### config.mk
export PLATFORM = sky130hd
export DESIGN_NAME = bim_irq_mask
export DESIGN_NICKNAME = d
export VERILOG_FILES = /design/src/bim_pkg.sv /design/src/bim_irq_mask.sv
export SDC_FILE = /design/constraint.sdc
export NUM_CORES = 1
export LEC_CHECK = 0
export BUFFER_PORTS_ARGS = -buffer_cell sky130_fd_sc_hd__buf_2
export CORE_UTILIZATION = 48
export DETAILED_ROUTE_END_ITERATION = 6
export GPL_TIMING_DRIVEN = 0
export PLACE_DENSITY = 0.84
export SYNTH_ARGS = -nofsm -noshare
export SYNTH_HDL_FRONTEND = slang
export SYNTH_SLANG_ARGS = --single-unit
export TNS_END_PERCENT = 50
### constraint.sdc
create_clock -name CORE_CLK -period 5.3 [get_ports CORE_CLK]
set_clock_uncertainty 0.05 [all_clocks]
set_input_delay 0.53 -clock CORE_CLK [delete_from_list [all_inputs] [get_ports CORE_CLK]]
set_output_delay 0.53 -clock CORE_CLK [all_outputs]
set_load 0.05 [all_outputs]
### src/bim_pkg.sv
// Constants and carrier types for the bridge interrupt mask and PM capability block.
// Assumes a byte-addressed core local bus with 32-bit data words.
package bim_pkg;

  // ==========================================
  // Register addresses
  localparam logic [15:0] ADDR_MASK_DECODE = 16'h105c;
  localparam logic [15:0] ADDR_PM_CAPABILITY_IDENTIFIER = 16'h1068;
  localparam logic [15:0] ADDR_CAP_NEXT = 16'h1069;
  localparam logic [15:0] ADDR_PM_CAPS = 16'h106a;
  localparam logic [15:0] ADDR_CAP_PTR = 16'h1034;
  localparam logic [15:0] ADDR_PRI_IRQ = 16'h1044;
  localparam logic [15:0] ADDR_SEC_IRQ = 16'h1048;

  // ==========================================
  // Reset and fixed values
  localparam logic [15:0] MASK_RESET = 16'hfffa;
  localparam logic [15:0] MASK_WR_BITS = 16'hfffe;
  localparam logic [7:0] PM_CAPABILITY_IDENTIFIER_VAL = 8'h01;
  localparam logic [7:0] CAP_NEXT_VAL = 8'h00;
  localparam logic [7:0] CAP_PTR_VAL = 8'h68;
  localparam logic [15:0] PM_CAPS_VAL = 16'h0002;

  // ==========================================
  // Mask bit positions
  localparam int MB_SSERR = 15;
  localparam int MB_SMABT = 14;
  localparam int MB_STABM = 13;
  localparam int MB_STABT = 12;
  localparam int MB_SMPE = 11;
  localparam int MB_PSERR = 10;
  localparam int MB_PMABT = 9;
  localparam int MB_PTABM = 8;
  localparam int MB_PTABT = 7;
  localparam int MB_PMPE = 6;
  localparam int MB_SDPE = 5;
  localparam int MB_PDPE = 4;
  localparam int MB_SRST = 3;
  localparam int MB_PRIV = 2;
  localparam int MB_PST = 1;

  // Bus status bit positions feeding the interrupt status bits 0..5
  localparam int ST_MPE = 8;
  localparam int ST_TABT = 11;
  localparam int ST_TABM = 12;
  localparam int ST_MABT = 13;
  localparam int ST_SERR = 14;
  localparam int ST_DPE = 15;
  localparam int IRQ_W = 7;
  localparam int IRQ_EXTRA = 6;
  localparam int ST_CAPLIST = 4;
  localparam logic [1:0] PS_D0 = 2'b00;
  localparam logic [1:0] PS_D3 = 2'b11;

  typedef struct packed {
    logic [15:0] status_set;
    logic extra_evt;
  } bim_evt_s;

endpackage

### src/bim_irq_mask.sv
// Bridge interrupt mask/decode register, interrupt status gating and PM capability header.
// Assumes the status register blocks pulse the bits they set; the local bus is single cycle.
`timescale 1ns/1ps

module bim_irq_mask (
  // Clock and reset
  input wire logic CORE_CLK,
  input wire logic SYS_RST,
  // Core local bus
  input wire logic BUS_RD,
  input wire logic BUS_WR,
  input wire logic [15:0] BUS_ADDR,
  input wire logic [3:0] BUS_BE,
  input wire logic [31:0] BUS_WDATA,
  output logic [31:0] BUS_RDATA,
  output logic BUS_ACK,
  // Status events from the bus interfaces
  input wire bim_pkg::bim_evt_s PRI_EVT,
  input wire bim_pkg::bim_evt_s SEC_EVT,
  // Power state written by software and bridge control reset bit
  input wire logic PS_WR,
  input wire logic [1:0] PS_NEW,
  input wire logic SEC_RST_BIT,
  // Outputs to the bridge
  output logic PRIVATE_SPACE,
  output logic CAP_LIST_PRESENT,
  output logic [6:0] PRI_IRQ_STATUS,
  output logic [6:0] SEC_IRQ_STATUS
);
  import bim_pkg::*;

  logic [15:0] mask_q;
  logic [1:0] ps_q;
  logic srst_q;
  logic [6:0] pri_q, sec_q;
  logic [6:0] pri_set, sec_set;
  logic pri_clr_wr, sec_clr_wr;

  // ==========================================
  // Decode helpers
  function automatic logic hit(input logic [15:0] a, input logic [15:0] r);
    hit = (a[15:2] == r[15:2]);
  endfunction

  function automatic logic [6:0] gate(input logic [15:0] st, input logic ext,
                                      input logic [6:0] m);
    gate = {ext, st[ST_DPE], st[ST_SERR], st[ST_MABT], st[ST_TABM], st[ST_TABT],
            st[ST_MPE]} & ~m;
  endfunction

  // ==========================================
  // Event gating
  always_comb begin
    sec_set = gate(SEC_EVT.status_set, srst_q & ~SEC_RST_BIT,
                   {mask_q[MB_SRST], mask_q[MB_SDPE], mask_q[MB_SSERR], mask_q[MB_SMABT],
                    mask_q[MB_STABM], mask_q[MB_STABT], mask_q[MB_SMPE]});
    pri_set = gate(PRI_EVT.status_set,
                   PS_WR & (((ps_q == PS_D0) && (PS_NEW == PS_D3)) ||
                            ((ps_q == PS_D3) && (PS_NEW == PS_D0))),
                   {mask_q[MB_PST], mask_q[MB_PDPE], mask_q[MB_PSERR], mask_q[MB_PMABT],
                    mask_q[MB_PTABM], mask_q[MB_PTABT], mask_q[MB_PMPE]});
    pri_clr_wr = BUS_WR && hit(BUS_ADDR, ADDR_PRI_IRQ) && BUS_BE[0];
    sec_clr_wr = BUS_WR && hit(BUS_ADDR, ADDR_SEC_IRQ) && BUS_BE[0];
  end

  // ==========================================
  // Mask and decode register
  always_ff @(posedge CORE_CLK or posedge SYS_RST) begin
    if (SYS_RST) begin
      mask_q <= MASK_RESET;
    end else if (BUS_WR && hit(BUS_ADDR, ADDR_MASK_DECODE)) begin
      if (BUS_BE[0]) begin
        mask_q[7:0] <= BUS_WDATA[7:0] & MASK_WR_BITS[7:0];
      end
      if (BUS_BE[1]) begin
        mask_q[15:8] <= BUS_WDATA[15:8];
      end
    end
  end

  // Power state and secondary reset history
  always_ff @(posedge CORE_CLK or posedge SYS_RST) begin
    if (SYS_RST) begin
      ps_q <= PS_D0;
      srst_q <= 1'b0;
    end else begin
      srst_q <= SEC_RST_BIT;
      if (PS_WR) begin
        ps_q <= PS_NEW;
      end
    end
  end

  // Interrupt status, write one to clear, set wins
  always_ff @(posedge CORE_CLK or posedge SYS_RST) begin
    if (SYS_RST) begin
      pri_q <= 7'h00;
      sec_q <= 7'h00;
    end else begin
      pri_q <= (pri_q & ~(pri_clr_wr ? BUS_WDATA[6:0] : 7'h00)) | pri_set;
      sec_q <= (sec_q & ~(sec_clr_wr ? BUS_WDATA[6:0] : 7'h00)) | sec_set;
    end
  end

  // ==========================================
  // Read path
  always_ff @(posedge CORE_CLK or posedge SYS_RST) begin
    if (SYS_RST) begin
      BUS_RDATA <= 32'h00000000;
      BUS_ACK <= 1'b0;
    end else begin
      BUS_ACK <= BUS_RD | BUS_WR;
      BUS_RDATA <= 32'h00000000;
      if (BUS_RD) begin
        if (hit(BUS_ADDR, ADDR_MASK_DECODE)) begin
          BUS_RDATA <= {16'h0000, mask_q};
        end else if (hit(BUS_ADDR, ADDR_PM_CAPABILITY_IDENTIFIER)) begin
          BUS_RDATA <= {PM_CAPS_VAL, CAP_NEXT_VAL, PM_CAPABILITY_IDENTIFIER_VAL};
        end else if (hit(BUS_ADDR, ADDR_CAP_PTR)) begin
          BUS_RDATA <= {24'h000000, CAP_PTR_VAL};
        end else if (hit(BUS_ADDR, ADDR_PRI_IRQ)) begin
          BUS_RDATA <= {25'h0000000, pri_q};
        end else if (hit(BUS_ADDR, ADDR_SEC_IRQ)) begin
          BUS_RDATA <= {25'h0000000, sec_q};
        end
      end
    end
  end

  // ==========================================
  // Outputs
  always_ff @(posedge CORE_CLK or posedge SYS_RST) begin
    if (SYS_RST) begin
      PRIVATE_SPACE <= 1'b0;
      CAP_LIST_PRESENT <= 1'b0;
      PRI_IRQ_STATUS <= 7'h00;
      SEC_IRQ_STATUS <= 7'h00;
    end else begin
      PRIVATE_SPACE <= mask_q[MB_PRIV];
      CAP_LIST_PRESENT <= 1'b1;
      PRI_IRQ_STATUS <= pri_q;
      SEC_IRQ_STATUS <= sec_q;
    end
  end

endmodule

==> reports/results.tsv, run 1 <==
stage	metric	value	unit
timing	WHS	0.175	ns
yosys	sequential fraction of the synthesis area	0.614	
clock_network	CTS tree	done	
yosys	Synth Warn #	0	
power	VDD IR-drop max	0.182	mV
layout	share of cells above drive strength 1	0.474	
clock_network	Setup Buffers After CTS	0	
worst_setup_path	CP Class	primary input to flop	
yosys	Seq cells post-synth	66	
layout	Multi-input gate area	875	um^2
power	NetSw	0.243	mW
run_status	status	complete, no violations	
clock_network	Post-CTS Resized	0	
grt	vias in the first global route	2057	
timing	min Tclk post-route	2.25	ns
run	Max-cap violations	0	
die	Core Rows	27	
yosys	EDFF count, synth	0	
yosys	XOR/XNOR Fraction of Synth Area	0	
yosys	Synth Area in Compound Gates	0.101	
clock_network	clock buffer depth	2	
yosys	Synth Area in Simple Gates	0.138	
worst_setup_path	crit end category	flop	
layout	Final nets	420	
layout	most common cell after layout, fill and taps aside	buf_2	
routing	DR pass1 iterations	4	
yosys	main area contributors after synthesis	dfrtp_1 48%, dfstp_2 14%, buf_4 4.7%	
die	die extent in x	77.2	um
clock_network	H-tree depth	3	
routing	initial DRC count	113	
layout	most frequent cells in the layout	88 x buf_2, 52 x dfrtp_1, 23 x nand3_1	
layout	area grow syn2layout	28.8	%
timing	Fin. Hold Viols	0	
die	initial core utilization	0.496	
power	Pint	0.754	mW
placement	GP Congestion	0.778	
routing	vias	1997	
worst_setup_path	startpoint types	primary input	
die	die area	5960	um^2
yosys	synthesized cell area	2720	um^2
grt	GR Util All Layers	0.219	
power	Net Sw Frac	0.244	
power	sequential share of power	0.512	
timing	Slew headroom	0.569	
worst_setup_path	reg2reg path depth	3	
layout	FF/Latch Area	1670	um^2
worst_setup_path	Req. time, crit path	5.47	ns
routing	WL/cell	14.7	um
grt	pin count of the biggest net entering global routing	44	
timing	endpoints failing setup	0	
routing	vias per cell	4.96	
die	# IOs	143	
timing	setup TNS	0	ns
clock_network	worst-skew pair later-pin latency	0.33	ns
routing	Final ANT Viol Nets	0	
clock_network	TritonCTS Buffers	9	
timing	RSZ-0062 raised after global routing	no	
power	Pwr Density	285	nW/um^2
die	Die H	77.2	um
yosys	leading area contributor after synthesis	dfrtp_1	
yosys	Main synth FF type	dfrtp_1	
yosys	mux contribution to synthesized area	0.0608	
yosys	fraction of registers with async set/reset	1.00	
timing	Tcrit/Tclk final	0.425	
grt	first-pass GRT wire length	9780	um
clock_network	hold buffers post-CTS	0	
yosys	synthesized area per cell	12.6	um^2
worst_setup_path	CP max FO	7	
grt	initial antenna violation count	0	
yosys	Adder-Cell Fraction of Synth Area	0	
power	combinational power share	0.088	
routing	DRC Markers	0	
yosys	Gate Count Post-Synth	215	
clock_network	clk root buf	clkbuf_8	
clock_network	clock sink count	66	
grt	grt total ovfl	0	
timing	Worst-Margin Slew	0.646	ns
yosys	top-area cell type share of the netlist area	0.479	
layout	filler cell count	451	
placement	detailed placement HPWL	4430	um
timing	Final Slew Violations	0	
power	leakage power	1.70	nW
yosys	count of cell types in the netlist	42	
worst_setup_path	CP Data Arrival Time	2.42	ns
timing	Peak Freq	0.444	GHz
die	Core ar.	5470	um^2
power	Clk network pwr share	0.401	
placement	input/output buffers	85	
routing	routed wire length	5940	um
yosys	main combinational cell family by area after synthesis	simple AND/OR/NAND/NOR gates	
clock_network	Clock transition at path regs	0.07	ns
layout	n_diodes	0	
min_path	Worst Hold Class	primary input to asynchronous set/reset pin	
logic make-up after synthesis:
| kind of cell | count (synthesis) |
|---|---|
| flip-flops | 66 |
| AND/OR/NAND/NOR | 61 |
| AO/OA/AOI/OAI | 34 |
| multiplexers | 12 |
| buffers and inverters | 40 |
| other | 2 |
worst paths after layout:
| check | start | to | slack (ns) |
|---|---|---|---|
| max | BUS_ADDR[11] | mask_q[2] | 3.05 |
| min | SYS_RST | CAP_LIST_PRESENT | 0.17 |
| max reg2reg | pri_q[3] | BUS_RDATA[3] | 4.01 |
| min reg2reg | pri_q[6] | PRI_IRQ_STATUS[6] | 0.36 |
| max in group asynchronous | SYS_RST | mask_q[14] | 4.36 |
| min in group CORE_CLK | SEC_RST_BIT | srst_q | 0.27 |
final cells by class:
class,instances,area share
tap,72,0.0258
timing repair buffer,86,0.127
clock buffer,9,0.0354
clock inverter,7,0.0200
sequential,66,0.477
inverter,15,0.0161
multi-input combinational,123,0.250
buffer,25,0.0483
registers in the layout, indices dropped and copies added (netlist names):
name and cells:
BUS_ACK 1, BUS_RDATA 17, ps_q 2, SEC_IRQ_STATUS 7, mask_q 15, PRI_IRQ_STATUS 7
sec_q 7, PRIVATE_SPACE 1, pri_q 7, CAP_LIST_PRESENT 1, srst_q 1
metrics by stage:
stage	utilization	total power [mW]	cell area [um^2]	setup WS, ns	instances
global route	0.639	1.04	3500	2.91	403
global placement	0.600	0.602	3280	2.43	386
detailed placement	0.604	0.607	3300	2.72	387
finish	0.639	0.997	3500	3.05	403
floorplan	-	0.575	2770	2.99	229
CTS	0.639	1.01	3500	3.08	403
routing by layer:
metal,global-route usage,routed length [um],part of all wire
met3,0.0500,384,0.065
met1,0.279,2600,0.44
met5,0,0,0
met4,0.0943,106,0.018
met2,0.357,2850,0.48
synth_stat cells, types with 2 or more instances:
cell,n
nor2_1,13
o21ai_0,5
nor4_4,2
nand3_1,23
dfstp_2,14
o221ai_1,2
inv_1,15
a22oi_1,2
conb_1,2
a22o_1,13
a2111oi_0,2
or4_1,2
and2_1,4
a21boi_0,2
or3_1,2
buf_4,17
nand3b_1,2
dfrtp_1,52
nand2_1,3
mux2_2,4
clkbuf_1,3
mux2_4,8
or2_2,2
buf_2,3
critical path: stages:
cell and delay (ns):
buf_2 0.09, or4b_1 0.49, buf_2 0.19, nor4_4 0.39, and2_1 0.17, buf_2 0.19, mux2_2 0.35
power groups by stage:
stage	Clock [mW]	Combinational, mW	Sequential (mW)
2_1_floorplan	0	0.0512	0.523
3_3_place_gp	0	0.0836	0.519
3_5_place_dp	0	0.0877	0.519
4_1_cts	0.410	0.0877	0.510
5_1_grt	0.438	0.0939	0.510
6_report	0.399	0.0874	0.510
Power figures use the tool's default switching activity.
==> inputs of run 2 (changes only) <==
--- a/config.mk
+++ b/config.mk
@@ -5,11 +5,12 @@
 export SDC_FILE = /design/constraint.sdc
 export NUM_CORES = 1
 export LEC_CHECK = 0
+export ABC_AREA = 1
 export BUFFER_PORTS_ARGS = -buffer_cell sky130_fd_sc_hd__buf_2
-export CORE_UTILIZATION = 48
+export CORE_UTILIZATION = 45
 export DETAILED_ROUTE_END_ITERATION = 6
 export GPL_TIMING_DRIVEN = 0
-export PLACE_DENSITY = 0.84
+export PLACE_DENSITY = 0.79
 export SYNTH_ARGS = -nofsm -noshare
 export SYNTH_HDL_FRONTEND = slang
 export SYNTH_SLANG_ARGS = --single-unit
==> constraint.sdc (replaced) <==
create_clock -name CORE_CLK -period 2.3 [get_ports CORE_CLK]
set_clock_uncertainty 0.05 [all_clocks]
set_input_delay 0.23 -clock CORE_CLK [delete_from_list [all_inputs] [get_ports CORE_CLK]]
set_output_delay 0.23 -clock CORE_CLK [all_outputs]
set_load 0.05 [all_outputs]
==> reports/results.tsv, run 2 <==
stage	metric	value	unit
die	die area	6600	um^2
min_path	hold depth	3	
yosys	EDFF count, synth	0	
timing	Worst-Margin Slew	0.687	ns
grt	pin count of the biggest net entering global routing	36	
run_status	status	complete, no violations	
worst_setup_path	startpoint types	primary input	
worst_setup_path	Req. time, crit path	2.53	ns
worst_setup_path	CP Data Arrival Time	1.53	ns
timing	Fin. Hold Viols	0	
clock_network	clock buffer depth	2	
clock_network	H-tree depth	3	
worst_setup_path	reg2reg path depth	4	
placement	detailed placement HPWL	4680	um
worst_setup_path	CP cell instances	buf_2 > nor2_1 > inv_1 > nor2_2 > nand2_4 > nor3_4 > buf_6 > nand2_2 > o21ai_2	
die	initial core utilization	0.471	
timing	RSZ-0062 raised after global routing	no	
routing	WL/cell	12.7	um
grt	grt total ovfl	0	
clock_network	Setup Buffers After CTS	0	
routing	initial DRC count	147	
layout	most common cell after layout, fill and taps aside	nand2_1	
layout	most frequent cells in the layout	88 x nand2_1, 87 x buf_2, 52 x dfrtp_1	
timing	Final Slew Violations	0	
placement	input/output buffers	85	
layout	share of cells above drive strength 1	0.345	
yosys	top-area cell type share of the netlist area	0.461	
clock_network	TritonCTS Buffers	9	
layout	biggest regs	BUS_RDATA x17, mask_q x15	
run	Max-cap violations	0	
routing	WL met1	2730	um
routing	vias	2313	
worst_setup_path	CP max FO	10	
yosys	synthesized area per cell	9.14	um^2
yosys	leading area contributor after synthesis	dfrtp_1	
yosys	Main synth FF type	dfrtp_1	
layout	Cell Count, Final, Fillers Out	501	
yosys	synthesized cell area	2820	um^2
timing	min Tclk post-route	1.30	ns
yosys	Gate Count Post-Synth	309	
routing	Final ANT Viol Nets	0	
routing	vias per cell	4.62	
power	Pwr Density	629	nW/um^2
die	Core Rows	28	
placement	Inst Count DP	484	
yosys	fraction of registers with async set/reset	1.00	
placement	GP Congestion	0.863	
yosys	commonest cells in the netlist	88 x nand2_1, 52 x dfrtp_1, 39 x inv_1	
yosys	count of cell types in the netlist	23	
yosys	sequential fraction of the synthesis area	0.591	
layout	area grow syn2layout	27.6	%
grt	first-pass GRT wire length	10400	um
timing	endpoints failing setup	0	
routing	DR pass1 iterations	4	
layout	max reg flops	17	
layout	n_diodes	0	
worst_setup_path	Worst path max stage delay	0.30	ns
yosys	count leader, synth	nand2_1	
power	total power	2.27	mW
worst_setup_path	CP max-delay cell	nor3_4	
clock_network	Clock transition at path regs	0.06	ns
grt	vias in the first global route	2280	
layout	Reg with most FFs	BUS_RDATA	
timing	Peak Freq	0.766	GHz
clock_network	CTS tree	done	
layout	Final nets	516	
grt	initial antenna violation count	0	
yosys	main area contributors after synthesis	dfrtp_1 46%, dfstp_2 13%, nand2_1 12%	
routing	DRC Markers	0	
timing	Slew headroom	0.541	
clock_network	clock sink count	66	
yosys	Synth Warn #	0	
routing	routed length on met3	516	um
worst_setup_path	CP Class	primary input to flop	
routing	routed wire length	6350	um
power	VDD IR-drop max	0.500	mV
clock_network	Post-CTS Resized	0	
die	# IOs	143	
die	die extent in x	81.2	um
routing	highest metal used	met4	
min_path	Worst Hold Class	primary input to flop	
clock_network	clk root buf	clkbuf_8	
die	Die H	81.2	um
grt	GR Util All Layers	0.218	
power	leakage power	2.11	nW
layout	filler cell count	530	
clock_network	worst-skew pair later-pin latency	0.34	ns
yosys	Seq cells post-synth	66	
timing	Tcrit/Tclk final	0.567	
worst_setup_path	crit end category	flop	
routing	met2 WL	3020	um
die	Core ar.	5990	um^2
==> run 2: changes by cell type in the layout (fill, tap and decap cells not counted), sizes merged, moves of 3 or more <==
cell and change:
o21ai +16, nand3 +3, nand2 +89, nor2 +10, and2 -4, mux2 -12, nor3 +13, a22o -13
inv +25, clkbuf +4, clkinv -5
==> run 2: power by group <==
group          internal [mW]  switching [mW]  leakage, nW
clock network          0.446           0.397       0.0838
logic                 0.0719           0.162         1.18
registers               1.18         0.00817        0.844
total                   1.70           0.568         2.11
==> run 2: kinds of logic after synthesis <==
kind of cell,synth area share
AO/OA/AOI/OAI,0.0399
other,0.00266
buffers and inverters,0.107
AND/OR/NAND/NOR,0.259
flip-flops,0.591
==> run 2: layer usage <==
metal	vias to the layer above	global-route usage
li1	1152	-
met1	1067	0.267
met2	84	0.347
met3	10	0.0989
met4	0	0.0607
met5	-	0
==> run 2: layout make-up <==
cell class	count	area, um^2	share of cell area
sequential	66	1670	0.463
multi-input combinational	196	905	0.251
timing repair buffer	88	465	0.129
clock buffer	15	166	0.0462
buffer	21	153	0.0424
inverter	40	150	0.0417
tap	75	93.8	0.0261
==> run 2: path summary, 6_finish.rpt <==
path	start	endpoint	slack [ns]
worst max-delay path	BUS_ADDR[11]	mask_q[8]	1.0
worst min-delay path	SEC_EVT[14]	sec_q[3]	0.04
worst max register to register	ps_q[1]	pri_q[6]	1.32
worst min register to register	sec_q[4]	SEC_IRQ_STATUS[4]	0.36
max in group asynchronous	SYS_RST	mask_q[5]	1.03
min in group asynchronous	SYS_RST	BUS_ACK	0.49
==> run 2: stage by stage <==
step / hold WS (ns) / util / instance area (um^2) / worst slack, ns / TNS (ns)
3_5_place_dp: 0.304 / 0.570 / 3420 / 0.645 / 0
3_3_place_gp: 0.303 / 0.567 / 3400 / -0.312 / -16.04
5_1_grt: 0.0352 / 0.601 / 3600 / 0.795 / 0
6_report: 0.0355 / 0.601 / 3600 / 0.995 / 0
4_1_cts: 0.0293 / 0.601 / 3600 / 0.988 / 0
2_1_floorplan: 0.211 / - / 2880 / 0.388 / 0
==> run 2: critical path: cells and delay by family <==
family / cells / cell delay [ns]
buffers and inverters: 3 / 0.38
AO/OA/AOI/OAI: 1 / 0.05
AND/OR/NAND/NOR: 5 / 0.86
==> run 2: timing repair <==
action / CTS / global route
setup endpoints to repair: 0 / 0
hold buffers: 2 / 0
hold endpoints to repair: 22 / 0
==> inputs of run 3 (changes only) <==
--- a/config.mk
+++ b/config.mk
@@ -7,10 +7,10 @@
 export LEC_CHECK = 0
 export ABC_AREA = 1
 export BUFFER_PORTS_ARGS = -buffer_cell sky130_fd_sc_hd__buf_2
-export CORE_UTILIZATION = 45
+export CORE_UTILIZATION = 41
 export DETAILED_ROUTE_END_ITERATION = 6
 export GPL_TIMING_DRIVEN = 0
-export PLACE_DENSITY = 0.79
+export PLACE_DENSITY = 0.76
 export SYNTH_ARGS = -nofsm -noshare
 export SYNTH_HDL_FRONTEND = slang
 export SYNTH_SLANG_ARGS = --single-unit
==> constraint.sdc (replaced) <==
create_clock -name CORE_CLK -period 1.2 [get_ports CORE_CLK]
set_clock_uncertainty 0.05 [all_clocks]
set_input_delay 0.12 -clock CORE_CLK [delete_from_list [all_inputs] [get_ports CORE_CLK]]
set_output_delay 0.12 -clock CORE_CLK [all_outputs]
set_load 0.05 [all_outputs]
==> reports/results.tsv, run 3 (same netlist as run 2, synthesis figures left out) <==
stage	metric	value	unit
run_status	status	complete, no violations	
timing	min Tclk post-route	1.14	ns
power	VDD IR-drop max	0.618	mV
layout	max reg flops	17	
layout	n_diodes	0	
layout	most frequent cells in the layout	88 x nand2_1, 86 x buf_2, 52 x dfrtp_1	
placement	Inst Count DP	485	
clock_network	clk root buf	clkbuf_8	
grt	grt total ovfl	0	
clock_network	clock sink count	66	
routing	routed wire length	6720	um
timing	Worst-Margin Slew	0.549	ns
clock_network	CTS tree	done	
grt	pin count of the biggest net entering global routing	67	
die	die area	7220	um^2
worst_setup_path	crit-path leading delay family	flip-flops	
layout	biggest regs	BUS_RDATA x17, mask_q x15	
layout	share of cells above drive strength 1	0.338	
layout	final instance area	4020	um^2
timing	setup TNS	0	ns
run	Max-cap violations	0	
timing	Tcrit/Tclk final	0.947	
power	Pwr Density	1160	nW/um^2
power	total power	4.67	mW
layout	Final nets	553	
placement	GP Congestion	0.827	
clock_network	TritonCTS Buffers	9	
power	leakage power	2.28	nW
timing	RSZ-0062 raised after global routing	no	
clock_network	worst-skew pair later-pin latency	0.34	ns
layout	filler cell count	552	
timing	Slew headroom	0.634	
clock_network	H-tree depth	3	
die	Die H	85.0	um
routing	DRC Markers	0	
layout	Reg with most FFs	BUS_RDATA	
timing	Fin. Hold Viols	0	
grt	GR Util All Layers	0.199	
placement	input/output buffers	85	
routing	WL/cell	12.4	um
grt	initial antenna violation count	0	
worst_setup_path	R2R setup slack	0.21	ns
layout	most common cell after layout, fill and taps aside	nand2_1	
clock_network	Clock transition at path regs	0.07	ns
die	# IOs	143	
worst_setup_path	crit end category	output pin	
worst_setup_path	Req. time, crit path	1.03	ns
routing	vias per cell	4.53	
die	Core ar.	6490	um^2
layout	area grow syn2layout	42.4	%
clock_network	clock buffer depth	2	
worst_setup_path	CP max-delay cell	dfrtp_1	
timing	Final Slew Violations	0	
grt	vias in the first global route	2319	
worst_setup_path	CP max FO	1	
routing	Final ANT Viol Nets	0	
layout	Cell Count, Final, Fillers Out	541	
routing	DR pass1 iterations	4	
timing	Peak Freq	0.880	GHz
die	die extent in x	85.0	um
die	Core Rows	29	
worst_setup_path	CP Data Arrival Time	0.97	ns
worst_setup_path	CP Class	flop to output pin	
worst_setup_path	startpoint types	flop	
placement	DP Area	3400	um^2
die	initial core utilization	0.435	
min_path	Worst Hold Class	primary input to flop	
placement	detailed placement HPWL	4610	um
worst_setup_path	CP cell instances	buf_2	
routing	initial DRC count	106	
worst_setup_path	Worst path max stage delay	0.36	ns
timing	endpoints failing setup	0	
timing	final worst setup slack	0.0634	ns
routing	vias	2453	
placement	Place WS	-0.394	ns
grt	first-pass GRT wire length	10800	um
worst_setup_path	Crit path buffers/inverters	1	
-- run 3: cell count changes in the layout (fill, tap and decap cells not counted), moves of 2 or more --
| cell | change |
|---|---|
| dlygate4sd3_1 | +32 |
| buf_4 | +5 |
| clkbuf_1 | -2 |
| clkinv_2 | +2 |
| nor2_4 | +2 |
-- run 3: timing repair --
item	CTS	global route
buffers inserted	0	5
endpoints found under the setup margin	3	23
hold buffers	33	1
pin swaps	0	2
endpoints found under the hold margin	32	16
resized for setup	1	4
cloned	0	0
-- run 3: layout make-up --
type / instances / area [um^2] / share of cell area
Sequential cell: 66 / 1670 / 0.415
Multi-Input combinational cell: 196 / 923 / 0.230
Timing Repair Buffer: 125 / 823 / 0.205
Clock buffer: 13 / 159 / 0.0395
Buffer: 21 / 155 / 0.0386
Inverter: 40 / 154 / 0.0383
Tap cell: 77 / 96.3 / 0.0240
Clock inverter: 3 / 40.0 / 0.00996
-- run 3: worst register-to-register path, cell delays in order (launching register included) --
cell and delay, ns:
dfrtp_1 0.35, inv_1 0.06, nor4_2 0.19, o21ai_0 0.11, o21ai_0 0.15
-- run 3: final timing paths --
check | startpoint | to | depth (start not counted)
min in group asynchronous | SYS_RST | BUS_RDATA[11] | 3
worst min register to register | sec_q[6] | SEC_IRQ_STATUS[6] | 0
max in group asynchronous | SYS_RST | mask_q[7] | 4
worst max register to register | ps_q[1] | pri_q[6] | 4
worst min-delay path | BUS_RD | BUS_RDATA[4] | 3
worst max-delay path | BUS_ACK | BUS_ACK | 1
-- run 3: per-layer routing --
metal  track usage  wire, um  up-vias
met5             0         0        -
met4        0.0878        64        0
met3        0.0584       407        7
met2         0.309      3110       84
met1         0.260      3140     1126
li1              -         -     1236
-- run 3: report_power, final --
| part | internal [mW] | total (mW) | switching (mW) |
|---|---|---|---|
| clock | 1.07 | 1.86 | 0.790 |
| combinational | 0.207 | 0.535 | 0.329 |
| sequential | 2.26 | 2.28 | 0.0171 |
-- run 3: metrics by stage --
step           hold WS (ns)   util
4_1_cts             0.00144  0.606
2_1_floorplan         0.101      -
3_5_place_dp          0.193  0.524
3_3_place_gp          0.192  0.524
5_1_grt             0.00804  0.619
6_report            0.00936  0.619
